--- config.mk ---
export PLATFORM = sky130hd
export DESIGN_NAME = spiqh_ctrl
export DESIGN_NICKNAME = d
export VERILOG_FILES = /design/src/core/spiqh_ctrl.v
export VERILOG_INCLUDE_DIRS = /design/src /design/src/core
export SDC_FILE = /design/constraint.sdc
export NUM_CORES = 1
export LEC_CHECK = 0
export BUFFER_PORTS_ARGS = -buffer_cell sky130_fd_sc_hd__clkbuf_2
export CORE_MARGIN = 8
export CORE_UTILIZATION = 35
export CTS_CLUSTER_DIAMETER = 150
export DETAILED_ROUTE_END_ITERATION = 8
export HOLD_SLACK_MARGIN = 0.1
export PLACE_DENSITY = 0.64
export SLEW_MARGIN = 10
export SYNTH_ARGS = -nofsm -noshare
export SYNTH_HDL_FRONTEND = slang
export SYNTH_SLANG_ARGS = --single-unit
--- constraint.sdc ---
create_clock -name clk -period 2.8 [get_ports clk]
set_clock_uncertainty 0.1 [all_clocks]
set_input_delay 0.56 -clock clk [delete_from_list [all_inputs] [get_ports clk]]
set_output_delay 0.56 -clock clk [all_outputs]
set_load 0.01 [all_outputs]
--- src/core/spiqh_defs.vh ---
`ifndef SPIQH_DEFS_VH
`define SPIQH_DEFS_VH
// device register offsets
`define SPIQH_OFS_CTL0 8'h00
`define SPIQH_OFS_CTL1 8'h04
`define SPIQH_OFS_STAT 8'h08
`define SPIQH_OFS_DATA 8'h0c
`define SPIQH_OFS_CRCPOLY 8'h10
`define SPIQH_OFS_RXCRC 8'h14
`define SPIQH_OFS_TXCRC 8'h18
`define SPIQH_OFS_QCTL 8'h80
// control word 0 fields
`define SPIQH_CTL0_PORT_EN 6
`define SPIQH_CTL0_CRC_NEXT 12
`define SPIQH_CTL0_CRC_EN 13
`define SPIQH_CTL0_CRC_LEN 11
// control word 1 fields
`define SPIQH_CTL1_FRAME_LO 8
`define SPIQH_CTL1_FRAME_HI 11
`define SPIQH_CTL1_BYTE_ACC 12
`define SPIQH_CTL1_TX_ODD 14
`define SPIQH_CTL1_RX_ODD 13
`define SPIQH_CTL1_MERGE 15
`define SPIQH_FRAME_8BIT 4'h7
// status fields
`define SPIQH_STAT_RX_NE 0
`define SPIQH_STAT_TX_EMPTY 1
`define SPIQH_STAT_BUSY 7
`define SPIQH_STAT_RX_FIFO_LEVEL_LO 9
`define SPIQH_STAT_RX_FIFO_LEVEL_HI 10
`define SPIQH_STAT_TX_FIFO_LEVEL_LO 11
`define SPIQH_STAT_TX_FIFO_LEVEL_HI 12
// quad control fields
`define SPIQH_QCTL_QUAD_MODE 0
`define SPIQH_QCTL_QUAD_READ 1
// arbitrary value written only to make clocks
`define SPIQH_DUMMY_BYTE 16'h00ff
// fallback bound on the serial clock wait, in clk cycles
`define SPIQH_SCK_WAIT_MAX 16'h0100
// operations
`define SPIQH_OP_QREAD 3'h0
`define SPIQH_OP_DISABLE 3'h1
`define SPIQH_OP_CRC_NEXT 3'h2
`define SPIQH_OP_SETUP 3'h3
// disabling modes
`define SPIQH_MD_FULL_DUPLEX 3'h0
`define SPIQH_MD_TX_ONLY 3'h1
`define SPIQH_MD_MASTER_RX 3'h2
`define SPIQH_MD_SLAVE_RX 3'h3
`endif

--- src/core/spiqh_ctrl.v ---
`timescale 1ns/1ps
`include "spiqh_defs.vh"
module spiqh_ctrl #(
	parameter DW = 16,
	parameter CW = 16
) (
	input wire clk,
	input wire nrst,
	input wire cmdValid,
	output wire cmdReady,
	input wire [2:0] cmdOp,
	input wire [2:0] cmdMode,
	input wire cmdFifo,
	input wire [CW-1:0] cmdCount,
	input wire [DW-1:0] cmdData,
	output reg doneValid,
	output wire rxValid,
	input wire rxReady,
	output wire [DW-1:0] rxData,
	output reg [CW-1:0] rxDmaCount,
	output wire [7:0] devAddr,
	output wire [DW-1:0] devWdata,
	output wire devWr,
	output wire devRd,
	input wire [DW-1:0] devRdata,
	input wire devAck,
	input wire sckPin
);
	localparam S_IDLE = 4'h0;
	localparam S_ACC = 4'h1;
	localparam S_QEN = 4'h2;
	localparam S_QWR = 4'h3;
	localparam S_QPOLL = 4'h4;
	localparam S_PUSH = 4'h5;
	localparam S_QEND = 4'h6;
	localparam S_QOFF = 4'h7;
	localparam S_POLL = 4'h8;
	localparam S_OFF = 4'h9;
	localparam S_AFTER = 4'ha;
	localparam S_DRAIN = 4'hb;
	localparam S_SCKW = 4'hc;
	localparam S_DONE = 4'hd;

	// receive DMA channel length for a CRC-protected transfer
	function [CW-1:0] rxCountCalc;
		input [CW-1:0] len;
		input crc16;
		input frame8;
		input duplex;
		begin
			if (!duplex)
				rxCountCalc = len;
			else if (!crc16 && frame8)
				rxCountCalc = len + {{(CW-1){1'b0}}, 1'b1};
			else
				rxCountCalc = len + {{(CW-2){1'b0}}, 2'b10};
		end
	endfunction

	// one-hot mask for a single control bit
	function [DW-1:0] bitMask;
		input integer pos;
		begin
			bitMask = {{(DW-1){1'b0}}, 1'b1} << pos;
		end
	endfunction

	reg [3:0] state;
	reg [3:0] retState;
	reg [7:0] accAddr;
	reg [DW-1:0] accData;
	reg accWrite;
	reg [DW-1:0] rdWord;
	reg [2:0] op;
	reg [2:0] mode;
	reg fifoDev;
	reg [CW-1:0] left;
	reg [DW-1:0] ctlImage;
	reg phase;
	reg [15:0] waitCnt;
	reg [1:0] sckEdges;
	reg [2:0] sckSync;
	reg sckStable;
	reg pushReq;

	// two-entry receive buffer
	reg [DW-1:0] bufMem [0:1];
	reg bufWp;
	reg bufRp;
	reg [1:0] bufCnt;
	wire bufFull = (bufCnt == 2'd2);
	wire bufPush = pushReq && !bufFull;
	wire bufPop = rxValid && rxReady;
	assign rxValid = (bufCnt != 2'd0);
	assign rxData = bufMem[bufRp];

	always @(posedge clk) begin
		if (!nrst) begin
			bufWp <= 1'b0;
			bufRp <= 1'b0;
			bufCnt <= 2'd0;
		end else begin
			if (bufPush) begin
				bufMem[bufWp] <= rdWord;
				bufWp <= ~bufWp;
			end
			if (bufPop)
				bufRp <= ~bufRp;
			if (bufPush && !bufPop)
				bufCnt <= bufCnt + 2'd1;
			else if (bufPop && !bufPush)
				bufCnt <= bufCnt - 2'd1;
		end
	end

	// serial clock seen through three flops; edge once second and third agree
	always @(posedge clk) begin
		if (!nrst) begin
			sckSync <= 3'b000;
			sckStable <= 1'b0;
		end else begin
			sckSync <= {sckSync[1:0], sckPin};
			if (sckSync[1] == sckSync[2])
				sckStable <= sckSync[2];
		end
	end
	wire sckRise = (sckSync[1] == sckSync[2]) && sckSync[2] && !sckStable;

	assign cmdReady = (state == S_IDLE);
	assign devAddr = accAddr;
	assign devWdata = accData;
	assign devWr = (state == S_ACC) && accWrite;
	assign devRd = (state == S_ACC) && !accWrite;

	wire statRxNe = rdWord[`SPIQH_STAT_RX_NE];
	wire statTxE = rdWord[`SPIQH_STAT_TX_EMPTY];
	wire statBusy = rdWord[`SPIQH_STAT_BUSY];
	wire txLvlZero = (rdWord[`SPIQH_STAT_TX_FIFO_LEVEL_HI:`SPIQH_STAT_TX_FIFO_LEVEL_LO] == 2'b00);
	wire rxLvlZero = (rdWord[`SPIQH_STAT_RX_FIFO_LEVEL_HI:`SPIQH_STAT_RX_FIFO_LEVEL_LO] == 2'b00);
	wire txDrained = statTxE && !statBusy && (!fifoDev || txLvlZero);
	wire [DW-1:0] ctlOff = ctlImage & ~bitMask(`SPIQH_CTL0_PORT_EN);
	wire merge = cmdData[`SPIQH_CTL1_MERGE];
	wire frame8 = (cmdData[`SPIQH_CTL1_FRAME_HI:`SPIQH_CTL1_FRAME_LO] ==
		`SPIQH_FRAME_8BIT);

	always @(posedge clk) begin
		if (!nrst) begin
			state <= S_IDLE;
			retState <= S_IDLE;
			accAddr <= 8'h00;
			accData <= {DW{1'b0}};
			accWrite <= 1'b0;
			rdWord <= {DW{1'b0}};
			op <= 3'h0;
			mode <= 3'h0;
			fifoDev <= 1'b0;
			left <= {CW{1'b0}};
			ctlImage <= {DW{1'b0}};
			phase <= 1'b0;
			waitCnt <= 16'h0000;
			sckEdges <= 2'd0;
			pushReq <= 1'b0;
			doneValid <= 1'b0;
			rxDmaCount <= {CW{1'b0}};
		end else begin
			doneValid <= 1'b0;
			case (state)
			S_IDLE: begin
				if (cmdValid) begin
					op <= cmdOp;
					mode <= cmdMode;
					fifoDev <= cmdFifo;
					left <= cmdCount;
					phase <= 1'b0;
					accWrite <= 1'b1;
					case (cmdOp)
					`SPIQH_OP_QREAD: begin
						// quad read select turns all lines to inputs
						accAddr <= `SPIQH_OFS_QCTL;
						accData <= ({{(DW-1){1'b0}}, 1'b1} << `SPIQH_QCTL_QUAD_MODE) |
							({{(DW-1){1'b0}}, 1'b1} << `SPIQH_QCTL_QUAD_READ);
						ctlImage <= cmdData;
						retState <= S_QEN;
						state <= S_ACC;
					end
					`SPIQH_OP_CRC_NEXT: begin
						// request CRC after the final word
						accAddr <= `SPIQH_OFS_CTL0;
						accData <= ctlImage |
							({{(DW-1){1'b0}}, 1'b1} << `SPIQH_CTL0_CRC_NEXT);
						retState <= S_DONE;
						state <= S_ACC;
					end
					`SPIQH_OP_SETUP: begin
						accAddr <= `SPIQH_OFS_CTL1;
						accData <= (merge && cmdCount[0]) ? (cmdData |
							({{(DW-1){1'b0}}, 1'b1} << `SPIQH_CTL1_TX_ODD) |
							({{(DW-1){1'b0}}, 1'b1} << `SPIQH_CTL1_RX_ODD)) :
							cmdData;
						// receive DMA count with CRC frames
						rxDmaCount <= rxCountCalc(cmdCount,
							ctlImage[`SPIQH_CTL0_CRC_LEN], frame8,
							cmdMode == `SPIQH_MD_FULL_DUPLEX);
						retState <= S_DONE;
						state <= S_ACC;
					end
					default: begin
						ctlImage <= cmdData;
						if (cmdMode == `SPIQH_MD_SLAVE_RX) begin
							// slave receive may stop at once
							accAddr <= `SPIQH_OFS_CTL0;
							accData <= cmdData & ~({{(DW-1){1'b0}}, 1'b1} <<
								`SPIQH_CTL0_PORT_EN);
							retState <= S_POLL;
							phase <= 1'b1;
							state <= S_ACC;
						end else if (cmdMode == `SPIQH_MD_MASTER_RX) begin
							waitCnt <= 16'h0000;
							sckEdges <= 2'd0;
							state <= S_SCKW;
						end else begin
							accWrite <= 1'b0;
							accAddr <= `SPIQH_OFS_STAT;
							retState <= S_POLL;
							state <= S_ACC;
						end
					end
					endcase
				end
			end
			S_ACC: begin
				if (devAck) begin
					if (!accWrite)
						rdWord <= devRdata;
					state <= retState;
				end
			end
			S_QEN: begin
				accAddr <= `SPIQH_OFS_CTL0;
				accData <= ctlImage | bitMask(`SPIQH_CTL0_PORT_EN);
				ctlImage <= ctlImage | bitMask(`SPIQH_CTL0_PORT_EN);
				retState <= (left == {CW{1'b0}}) ? S_QEND : S_QWR;
				state <= S_ACC;
			end
			S_QWR: begin
				// dummy write only clocks in one byte
				accWrite <= 1'b1;
				accAddr <= `SPIQH_OFS_DATA;
				accData <= `SPIQH_DUMMY_BYTE;
				retState <= S_QPOLL;
				phase <= 1'b0;
				state <= S_ACC;
			end
			S_QPOLL: begin
				accWrite <= 1'b0;
				if (phase && statRxNe) begin
					accAddr <= `SPIQH_OFS_DATA;
					retState <= S_PUSH;
				end else begin
					accAddr <= `SPIQH_OFS_STAT;
					retState <= S_QPOLL;
				end
				phase <= 1'b1;
				state <= S_ACC;
			end
			S_PUSH: begin
				// back-pressure: the device is not read again until the word fits
				pushReq <= 1'b1;
				if (bufPush) begin
					pushReq <= 1'b0;
					if (op == `SPIQH_OP_QREAD) begin
						left <= left - {{(CW-1){1'b0}}, 1'b1};
						phase <= 1'b0;
						state <= (left == {{(CW-1){1'b0}}, 1'b1}) ? S_QEND : S_QWR;
					end else begin
						state <= S_AFTER;
					end
				end
			end
			S_QEND: begin
				// quad mode left only once empty and idle
				accWrite <= 1'b0;
				accAddr <= `SPIQH_OFS_STAT;
				retState <= phase && statTxE && !statBusy ? S_QOFF : S_QEND;
				if (phase && statTxE && !statBusy) begin
					accWrite <= 1'b1;
					accAddr <= `SPIQH_OFS_QCTL;
					accData <= {DW{1'b0}};
					retState <= S_QOFF;
				end
				phase <= 1'b1;
				state <= S_ACC;
				if (phase && statTxE && !statBusy && accAddr == `SPIQH_OFS_QCTL)
					state <= S_OFF;
			end
			S_QOFF: begin
				accWrite <= 1'b1;
				accAddr <= `SPIQH_OFS_CTL0;
				accData <= ctlOff;
				ctlImage <= ctlOff;
				retState <= S_DONE;
				state <= S_ACC;
			end
			S_POLL: begin
				state <= S_ACC;
				accWrite <= 1'b0;
				accAddr <= `SPIQH_OFS_STAT;
				retState <= S_POLL;
				if (phase) begin
					if (mode == `SPIQH_MD_SLAVE_RX) begin
						// wait for the ongoing frame to end
						if (!statBusy && accAddr == `SPIQH_OFS_STAT)
							state <= fifoDev ? S_DRAIN : S_DONE;
					end else if (mode == `SPIQH_MD_FULL_DUPLEX && !fifoDev &&
						statRxNe) begin
						// take the last received word first
						accAddr <= `SPIQH_OFS_DATA;
						retState <= S_PUSH;
					end else if (txDrained) begin
						state <= S_OFF;
					end
				end
				phase <= 1'b1;
			end
			S_AFTER: begin
				// last read was data, so status must be fetched afresh
				phase <= 1'b0;
				if (mode == `SPIQH_MD_MASTER_RX)
					state <= fifoDev ? S_DRAIN : S_DONE;
				else if (fifoDev)
					state <= S_DRAIN;
				else
					state <= S_POLL;
			end
			S_OFF: begin
				accWrite <= 1'b1;
				accAddr <= `SPIQH_OFS_CTL0;
				accData <= ctlOff;
				ctlImage <= ctlOff;
				phase <= 1'b0;
				if (op == `SPIQH_OP_QREAD)
					retState <= S_DONE;
				else if (mode == `SPIQH_MD_MASTER_RX)
					retState <= S_QPOLL;
				else if (fifoDev && mode == `SPIQH_MD_FULL_DUPLEX)
					retState <= S_DRAIN;
				else
					retState <= S_DONE;
				state <= S_ACC;
			end
			S_DRAIN: begin
				// read words until the receive level is zero
				accWrite <= 1'b0;
				state <= S_ACC;
				if (phase && accAddr == `SPIQH_OFS_STAT && rxLvlZero) begin
					state <= S_DONE;
				end else if (phase && accAddr == `SPIQH_OFS_STAT) begin
					accAddr <= `SPIQH_OFS_DATA;
					retState <= S_PUSH;
					mode <= `SPIQH_MD_SLAVE_RX;
				end else begin
					accAddr <= `SPIQH_OFS_STAT;
					retState <= S_DRAIN;
				end
				phase <= 1'b1;
			end
			S_SCKW: begin
				// one full serial clock before clearing enable
				waitCnt <= waitCnt + 16'h0001;
				if (sckRise)
					sckEdges <= sckEdges + 2'd1;
				if (sckEdges == 2'd2 || waitCnt == `SPIQH_SCK_WAIT_MAX)
					state <= S_OFF;
			end
			S_DONE: begin
				doneValid <= 1'b1;
				state <= S_IDLE;
			end
			default: state <= S_IDLE;
			endcase
		end
	end
endmodule // spiqh_ctrl

# Word-level counts from Yosys, hierarchy flattened
# Memory sizes are Yosys's and may differ from the RTL's. A register that Yosys moved wholly into a read port is not among the register bits.
# Index checks and enable logic that the tools add are counted.
[classes]
n_mux = 99
n_addsub = 7
bitwise_logic = 6
n_reduce_logical = 75
eq_ne = 43
[ops]
columns = ["op", "n"]
rows = [
  ["16-bit 2-to-1 mux", 14],
  ["4-bit 2-to-1 mux", 25],
  ["16-bit one-hot mux with 3 select lines", 2],
  ["16-bit one-hot mux with 5 select lines", 1],
  ["4-bit one-hot mux with 9 select lines", 2],
  ["16-bit one-hot mux with 2 select lines", 2],
  ["8-bit one-hot mux with 7 select lines", 1],
  ["8-bit 2-to-1 mux", 5],
  ["3-bit 2-to-1 mux", 13],
  ["16-bit by 1-bit adder with 16-bit output, second input constant", 2],
  ["4-bit AND reduction", 7],
  ["4-bit equality test, second input constant", 6],
  ["2-bit != test, second input constant", 12],
  ["8-bit one-hot mux with 3 select lines", 1],
  ["1-bit logical AND", 22],
  ["4-bit by 3-bit equality test with 1-bit output, second input constant", 5],
  ["1-bit 2-to-1 mux", 19],
  ["3-bit by 2-bit equality test with 1-bit output, second input constant", 6],
  ["16-bit by 2-bit adder with 16-bit output, second input constant", 1],
  ["16-bit by 1-bit equality test with 1-bit output, second input constant", 1],
  ["16-bit by 9-bit equality test with 1-bit output, second input constant", 1],
  ["16-bit zero test", 1],
  ["2-bit 2-to-1 mux", 8],
  ["16-bit by 1-bit subtractor with 16-bit output, second input constant", 1],
  ["37 further kinds", 72],
]
[totals]
wordCells = 254
n_memories = 1
reg_bits = 133
mem_bits_rw = 32
output_inout_bits = 61
[memory_table]
columns = ["name", "words", "word_bits", "read_ports", "rd_ports_with_merged_regs", "write_ports", "line_no", "source"]
rows = [
  ["bufMem", 2, 16, 1, 1, 1, "spiqh_ctrl.v:87", "reg [DW-1:0] bufMem [0:1];"],
]

# Depth between registers and ports, before layout
# Gate-level depths: netlist (run 1).
[logic_depth]
word_depth = 8
mapped_depth = 10
mapped_depth_nobuf = 7

# Least setup slack after synthesis (run 1)
# No wires, ideal clock.
[synth_path]
path_kind = "input-to-reg"
startpoint = "in nrst"
endpoint = "mem bufMem[0][0] (enable)"
cell_stages = 4
setup_slack_ns = 0.446
arrival_ns = 1.866
setup_ns = 0.388
path_cell_list = "clkbuf_1 -> clkbuf_1 -> nand2_1 -> nor2_1"
[synth_between]
elab_chain_cells = 2
[synth_rtl]
columns = ["item", "line_no", "source"]
rows = [
  ["start: declaration", "spiqh_ctrl.v:8", "input wire nrst,"],
  ["1-bit 2-to-1 mux", "spiqh_ctrl.v:98", "if (!nrst) begin"],
  ["1-bit 2-to-1 mux (implied by the code)", "spiqh_ctrl.v:104", "bufMem[bufWp] <= rdWord;"],
  ["end: declaration", "spiqh_ctrl.v:87", ""],
]
# Every way passes these cells.

# Worst setup path after layout (run 1)
[layout_path]
startpoint = "reg state[1]"
endpoint = "out devRd"
[layout_between]
elab_chain_cells = 2
[layout_rtl]
columns = ["item", "line_no", "source"]
rows = [
  ["start: declaration", "spiqh_ctrl.v:68", "reg [3:0] state;"],
  ["start signal: assignment", "spiqh_ctrl.v:235", "state <= retState;"],
  ["start signal: assignment", "spiqh_ctrl.v:274", "state <= (left == {{(CW-1){1'b0}}, 1'b1}) ? S_QEND : S_QWR;"],
  ["start signal: assignment", "spiqh_ctrl.v:313", "state <= fifoDev ? S_DRAIN : S_DONE;"],
  ["4-bit by 1-bit equality test with 1-bit output", "spiqh_ctrl.v:133", "assign devRd = (state == S_ACC) && !accWrite;"],
  ["1-bit logical AND", "spiqh_ctrl.v:133", ""],
  ["end: declaration", "spiqh_ctrl.v:24", "output wire devRd,"],
]
# Every way passes these cells.

==> results.cfg, run 1 <==
[status]
status = completed

[yosys]
synthArstFlopShare_pct = 0
synth_edf_count = 32
syn_area_per_cell_um2 = 8.91
synthCells = 931
ys_types = 80
ys_ff_latch = 161
synth-seq-area-share_pct = 42.7
yosysMostFrequentCell = dfxtp_1
yosysWarnings = 0
yosysTopAreaCell = dfxtp_1
synth.cell_area_um2 = 8290
netlist_top_cells_area = dfxtp_1 31%, edfxtp_1 12%, a21oi_1 5.1%
synth.cells.most_frequent = 129 x dfxtp_1, 96 x nand2_1, 85 x a21oi_1
synth_top_area_share_pct = 31.1
ys.flop_type = dfxtp_1

[cts]
clk_path_buf_depth = 2
cts-root-buf = clkbuf_16
clock_sinks = 161
post_cts_resized = 0
htreeDepth = 4
clk_pin_slew_worst_paths_ns = 0.07
cts_hold_buf = 0
post_cts_buffers = 0
cts_made_buffers = 17
cts_tree = built
clk_latency_ns = 0.43

[place]
dp.cells = 1349
hpwl_um = 17800
gp_congestion = 0.952
io_buffers = 116

[floorplan]
num_io_pins = 122
die_w_um = 170
die_area_um2 = 28900
core_area_um2 = 23400
chipHeight_um = 170
rows = 56
start_util_pct = 35.4

[sta]
fin_hold_ws_ns = 0.233
setup_viol = 0
post-route-period-util_pct = 95.4
period_minus_slack_ns = 2.67
slew_violations = 0
final.setup.tns_ns = 0
max_freq_ghz = 0.374
worstMarginPinSlew_ns = 1.00
rsz0062_at_grt = false
hold_violations = 0
slew_headroom_pct = 32.9

[global_routing]
grt_pass1_vias = 7108
grt_overflow = 0
grt_max_degree = 52
grt_pass1_wl_um = 39000
antenna_found_initial = 0
track_usage_pct = 16.9

[route]
wirelength_um = 24400
dr.pass1.iters = 5
drt_iter0_markers = 803
vias_per_cell = 5.47
vias = 7559
ant_nets = 0
wl_per_cell_um = 17.6
remaining_drc_errors = 0

[final_layout]
instances_no_fill = 1381
nFillCells = 2366
areaGrowthSynthToFinish_pct = 19.7
layout.nets = 1120
drive_gt1_share_pct = 23.3
n_antenna_cell = 0

[worst_setup_path]
worst_setup_path_end_kind = primary output
crit_chain = buf_4 -> buf_4 -> or2_2 -> nor3_2 -> clkbuf_2
cp_top_family = simple AND/OR/NAND/NOR gates
critical_path_required_ns = 2.14
crit_slowest_cell = or2_2
crit_arrival_ns = 2.01
critPathLaunchType = flop
crit_top_cell = buf_4
path_max_fanout = 24
crit_type = reg2out
path_buf_inv = 3
worst_path_largest_cell_delay_ns = 0.33

[power_and_ir_drop]
power_mw = 6.29
power_leakage_nw = 3.74
cellPowerDensity_nw_per_um2 = 633
vdd_drop_max_mv = 0.411

[worst_hold_path]
hold_class = in2reg

[run]
drv_cap = 0
-- through the flow --
step	setup WS, ns	util (%)	instance area (um^2)
2_1_floorplan	0.446	-	8310
3_3_place_gp	0.271	39.9	9330
3_5_place_dp	0.239	39.9	9330
4_1_cts	0.116	42.4	9930
5_1_grt	0.0626	42.4	9930
6_report	0.128	42.4	9930
-- layout make-up --
type	instances	area, um^2	share of cell area [%]
clock buffer	17	425	4.29
clock inverter	15	169	1.70
inverter	16	65.1	0.655
multi-input combinational	691	4390	44.2
sequential	161	3540	35.7
tap	319	399	4.02
timing repair buffer	162	938	9.45
-- registers in the layout, summed over array words and instances (netlist names), 2 cells and up, named ones only --
register / count
op: 3
retState: 4
devWdata: 16
left: 16
state: 4
rdWord: 16
mode: 3
sckSync: 3
bufMem: 32
bufCnt: 2
waitCnt: 16
rxDmaCount: 16
ctlImage: 16
devAddr: 3
sckEdges: 2
-- worst paths after layout --
kind | startpoint | cells past startpoint | slack, ns | end
max | state[1] | 5 | 0.13 | devRd
min | sckPin | 2 | 0.23 | sckSync[0]
max reg2reg | state[2] | 6 | 0.31 | devWdata[4]
min reg2reg | sckSync[0] | 1 | 0.33 | sckSync[1]
-- power by group --
part           internal, mW  switching [mW]
Clock                  1.28            1.10
Combinational         0.511           0.751
Sequential             2.52           0.132
Total                  4.31            1.98
-- routing by layer --
layer / up-vias / part of all wire (%) / GRT usage [%]
met2: 270 / 43 / 24.8
met5: - / 0 / 0
li1: 3705 / - / -
met1: 3554 / 48 / 23.6
met4: 0 / 1.6 / 4.81
met3: 30 / 7.6 / 4.80
-- kinds of logic after synthesis --
kind of cell,synth area share [%]
buf+inv,4.65
other cells,0.0452
compound gates,23.8
flops,42.7
simple gates,20.7
fa+ha+maj,1.51
xor+xnor,3.06
mux,3.50
-- placed cells by master (no fill, tap or decap), types with 6 or more instances in the layout --
cell / count
o221a_2: 14
or2_2: 6
dfxtp_1: 129
nor3_1: 16
clkbuf_2: 116
edfxtp_1: 32
xor2_1: 9
nand4_1: 8
a22oi_1: 6
inv_1: 14
o211ai_1: 8
and2_1: 9
o31ai_1: 9
xnor2_1: 20
a21o_1: 6
nor2_1: 78
a22o_1: 9
a21oi_1: 85
nand3_1: 44
and3_1: 9
o22ai_1: 7
clkbuf_16: 17
nand2b_1: 9
buf_4: 45
nor4_1: 10
nand2_1: 96
a31oi_1: 16
o21ai_0: 45
mux2_2: 16
a211oi_1: 25
nor3b_1: 6
mux2i_1: 11
or3_1: 8
ha_1: 10
(Power assumes the default switching activity.)
==> run 2: changes to the inputs <==
- CORE_UTILIZATION: 35 -> 58
- PLACE_DENSITY: 0.64 -> 0.92
==> run 2 against run 1 <==
Sequential power is essentially flat. Highest routed layer is now met5. Critical endpoint unchanged. Setup slack lost 0.025 ns. Flip-flop and latch count is the same. Critical path type unchanged.
==> results.cfg, run 2 (synthesis gave the netlist of run 1 again) <==
[final_layout]
instances_no_fill = 1239
areaGrowthSynthToFinish_pct = 16.6
final_cell_mix = 129 x dfxtp_1, 116 x clkbuf_2, 96 x nand2_1
drive_gt1_share_pct = 22.7
layout.nets = 1117
n_antenna_cell = 0
design_area_um2 = 9670
fin_util_pct = 69.4
regMostFlops = bufMem
largest_register_ffs = 32
final_common_cell = dfxtp_1

[cts]
post_cts_resized = 0
cts_made_buffers = 17
clk_latency_ns = 0.44
clk_pin_slew_worst_paths_ns = 0.06
post_cts_buffers = 0
htreeDepth = 4
clock_sinks = 161
cts_tree = built
clk_path_buf_depth = 2
cts-root-buf = clkbuf_16
cts_hold_buf = 0

[worst_setup_path]
critPathLaunchType = flop
crit_start = state[3]
rr_startpoint = state[3]
cp_top_family = simple AND/OR/NAND/NOR gates
crit_type = reg2out
path_buf_inv = 2
crit_slowest_cell = nor3_2
critical_path_required_ns = 2.14
crit_arrival_ns = 2.04
worst_setup_path_end_kind = primary output
crit_chain = buf_4 -> or2_2 -> nor3_2 -> clkbuf_2
worst_path_largest_cell_delay_ns = 0.47
path_max_fanout = 29

[worst_hold_path]
holdCritStartpoint = sckPin
hold_class = in2reg

[sta]
rsz0062_at_grt = false
post-route-period-util_pct = 96.3
slew_violations = 0
setup_viol = 0
final.setup.tns_ns = 0
worstMarginPinSlew_ns = 0.763
period_minus_slack_ns = 2.70
hold_violations = 0
slew_headroom_pct = 49.0
max_freq_ghz = 0.371

[floorplan]
chipHeight_um = 136
start_util_pct = 59.5
num_io_pins = 122
core_area_um2 = 13900
die_area_um2 = 18400
rows = 43
die_w_um = 136

[power_and_ir_drop]
vdd_drop_max_mv = 0.381
cellPowerDensity_nw_per_um2 = 629
power_leakage_nw = 3.69

[route]
remaining_drc_errors = 0
drt_iter0_markers = 787
vias = 7828
ant_nets = 0
dr.pass1.iters = 7
wl_per_cell_um = 19.3
vias_per_cell = 6.32
wirelength_um = 23900

[place]
dp.cells = 1207
dpl-instance-area_um2 = 9130
io_buffers = 116
gp_congestion = 0.985
hpwl_um = 17000

[run]
drv_cap = 0

[global_routing]
grt_max_degree = 43
grt_pass1_vias = 7572
track_usage_pct = 26.1
grt_pass1_wl_um = 38700
antenna_found_initial = 1
grt_overflow = 0

[status]
status = completed
## run 2: cell count changes in the layout (fill, tap and decap cells not counted), sizes merged
cell      before  now
inv           24   18
clkbuf       133  137
buf           46   43
clkinvlp       0    2
bufinv         1    0
clkinv         6    7
## run 2: area by class of cell
cell class | instances | area (um^2)
clock inverter | 11 | 80.1
multi-input combinational | 691 | 4380
clock buffer | 21 | 462
timing repair buffer | 159 | 916
inverter | 16 | 65.1
sequential | 161 | 3540
fill | 1070 | 4260
tap | 180 | 225
## run 2: layer usage
metal	vias to the layer above	global-route usage [%]	wire [um]
met1	3647	33.5	9780
met2	423	40.7	11000
li1	3697	-	-
met5	-	0	10
met3	59	6.94	2580
met4	2	11.2	587
## run 2: worst paths after layout
check / depth (start not counted) / slack [ns] / to
hold reg to reg: 1 / 0.34 / sckSync[1]
setup / recovery: 4 / 0.10 / devRd
hold / removal: 2 / 0.23 / sckSync[0]
setup reg to reg: 6 / 0.23 / devWdata[7]
## run 2: worst reg2reg max path, stage by stage (launching register included)
cell and delay [ns]:
dfxtp_1 0.31, or4_1 0.66, clkinv_4 0.16, and2_4 0.16, a21o_1 0.29, and2_1 0.56
o221a_2 0.29
## run 2: where the power goes
group | internal [mW] | switching [mW]
logic | 0.513 | 0.727
registers | 2.52 | 0.160
clock network | 1.19 | 0.973
## run 2: metrics by stage
step                total power [mW]  hold WS (ns)  setup WS [ns]
finish                          6.08         0.230          0.102
global route                    6.31         0.240        0.00711
CTS                             6.07         0.232          0.104
detailed placement              3.94         0.326          0.224
global placement                3.91         0.313          0.268
floorplan                       3.50         0.312          0.446
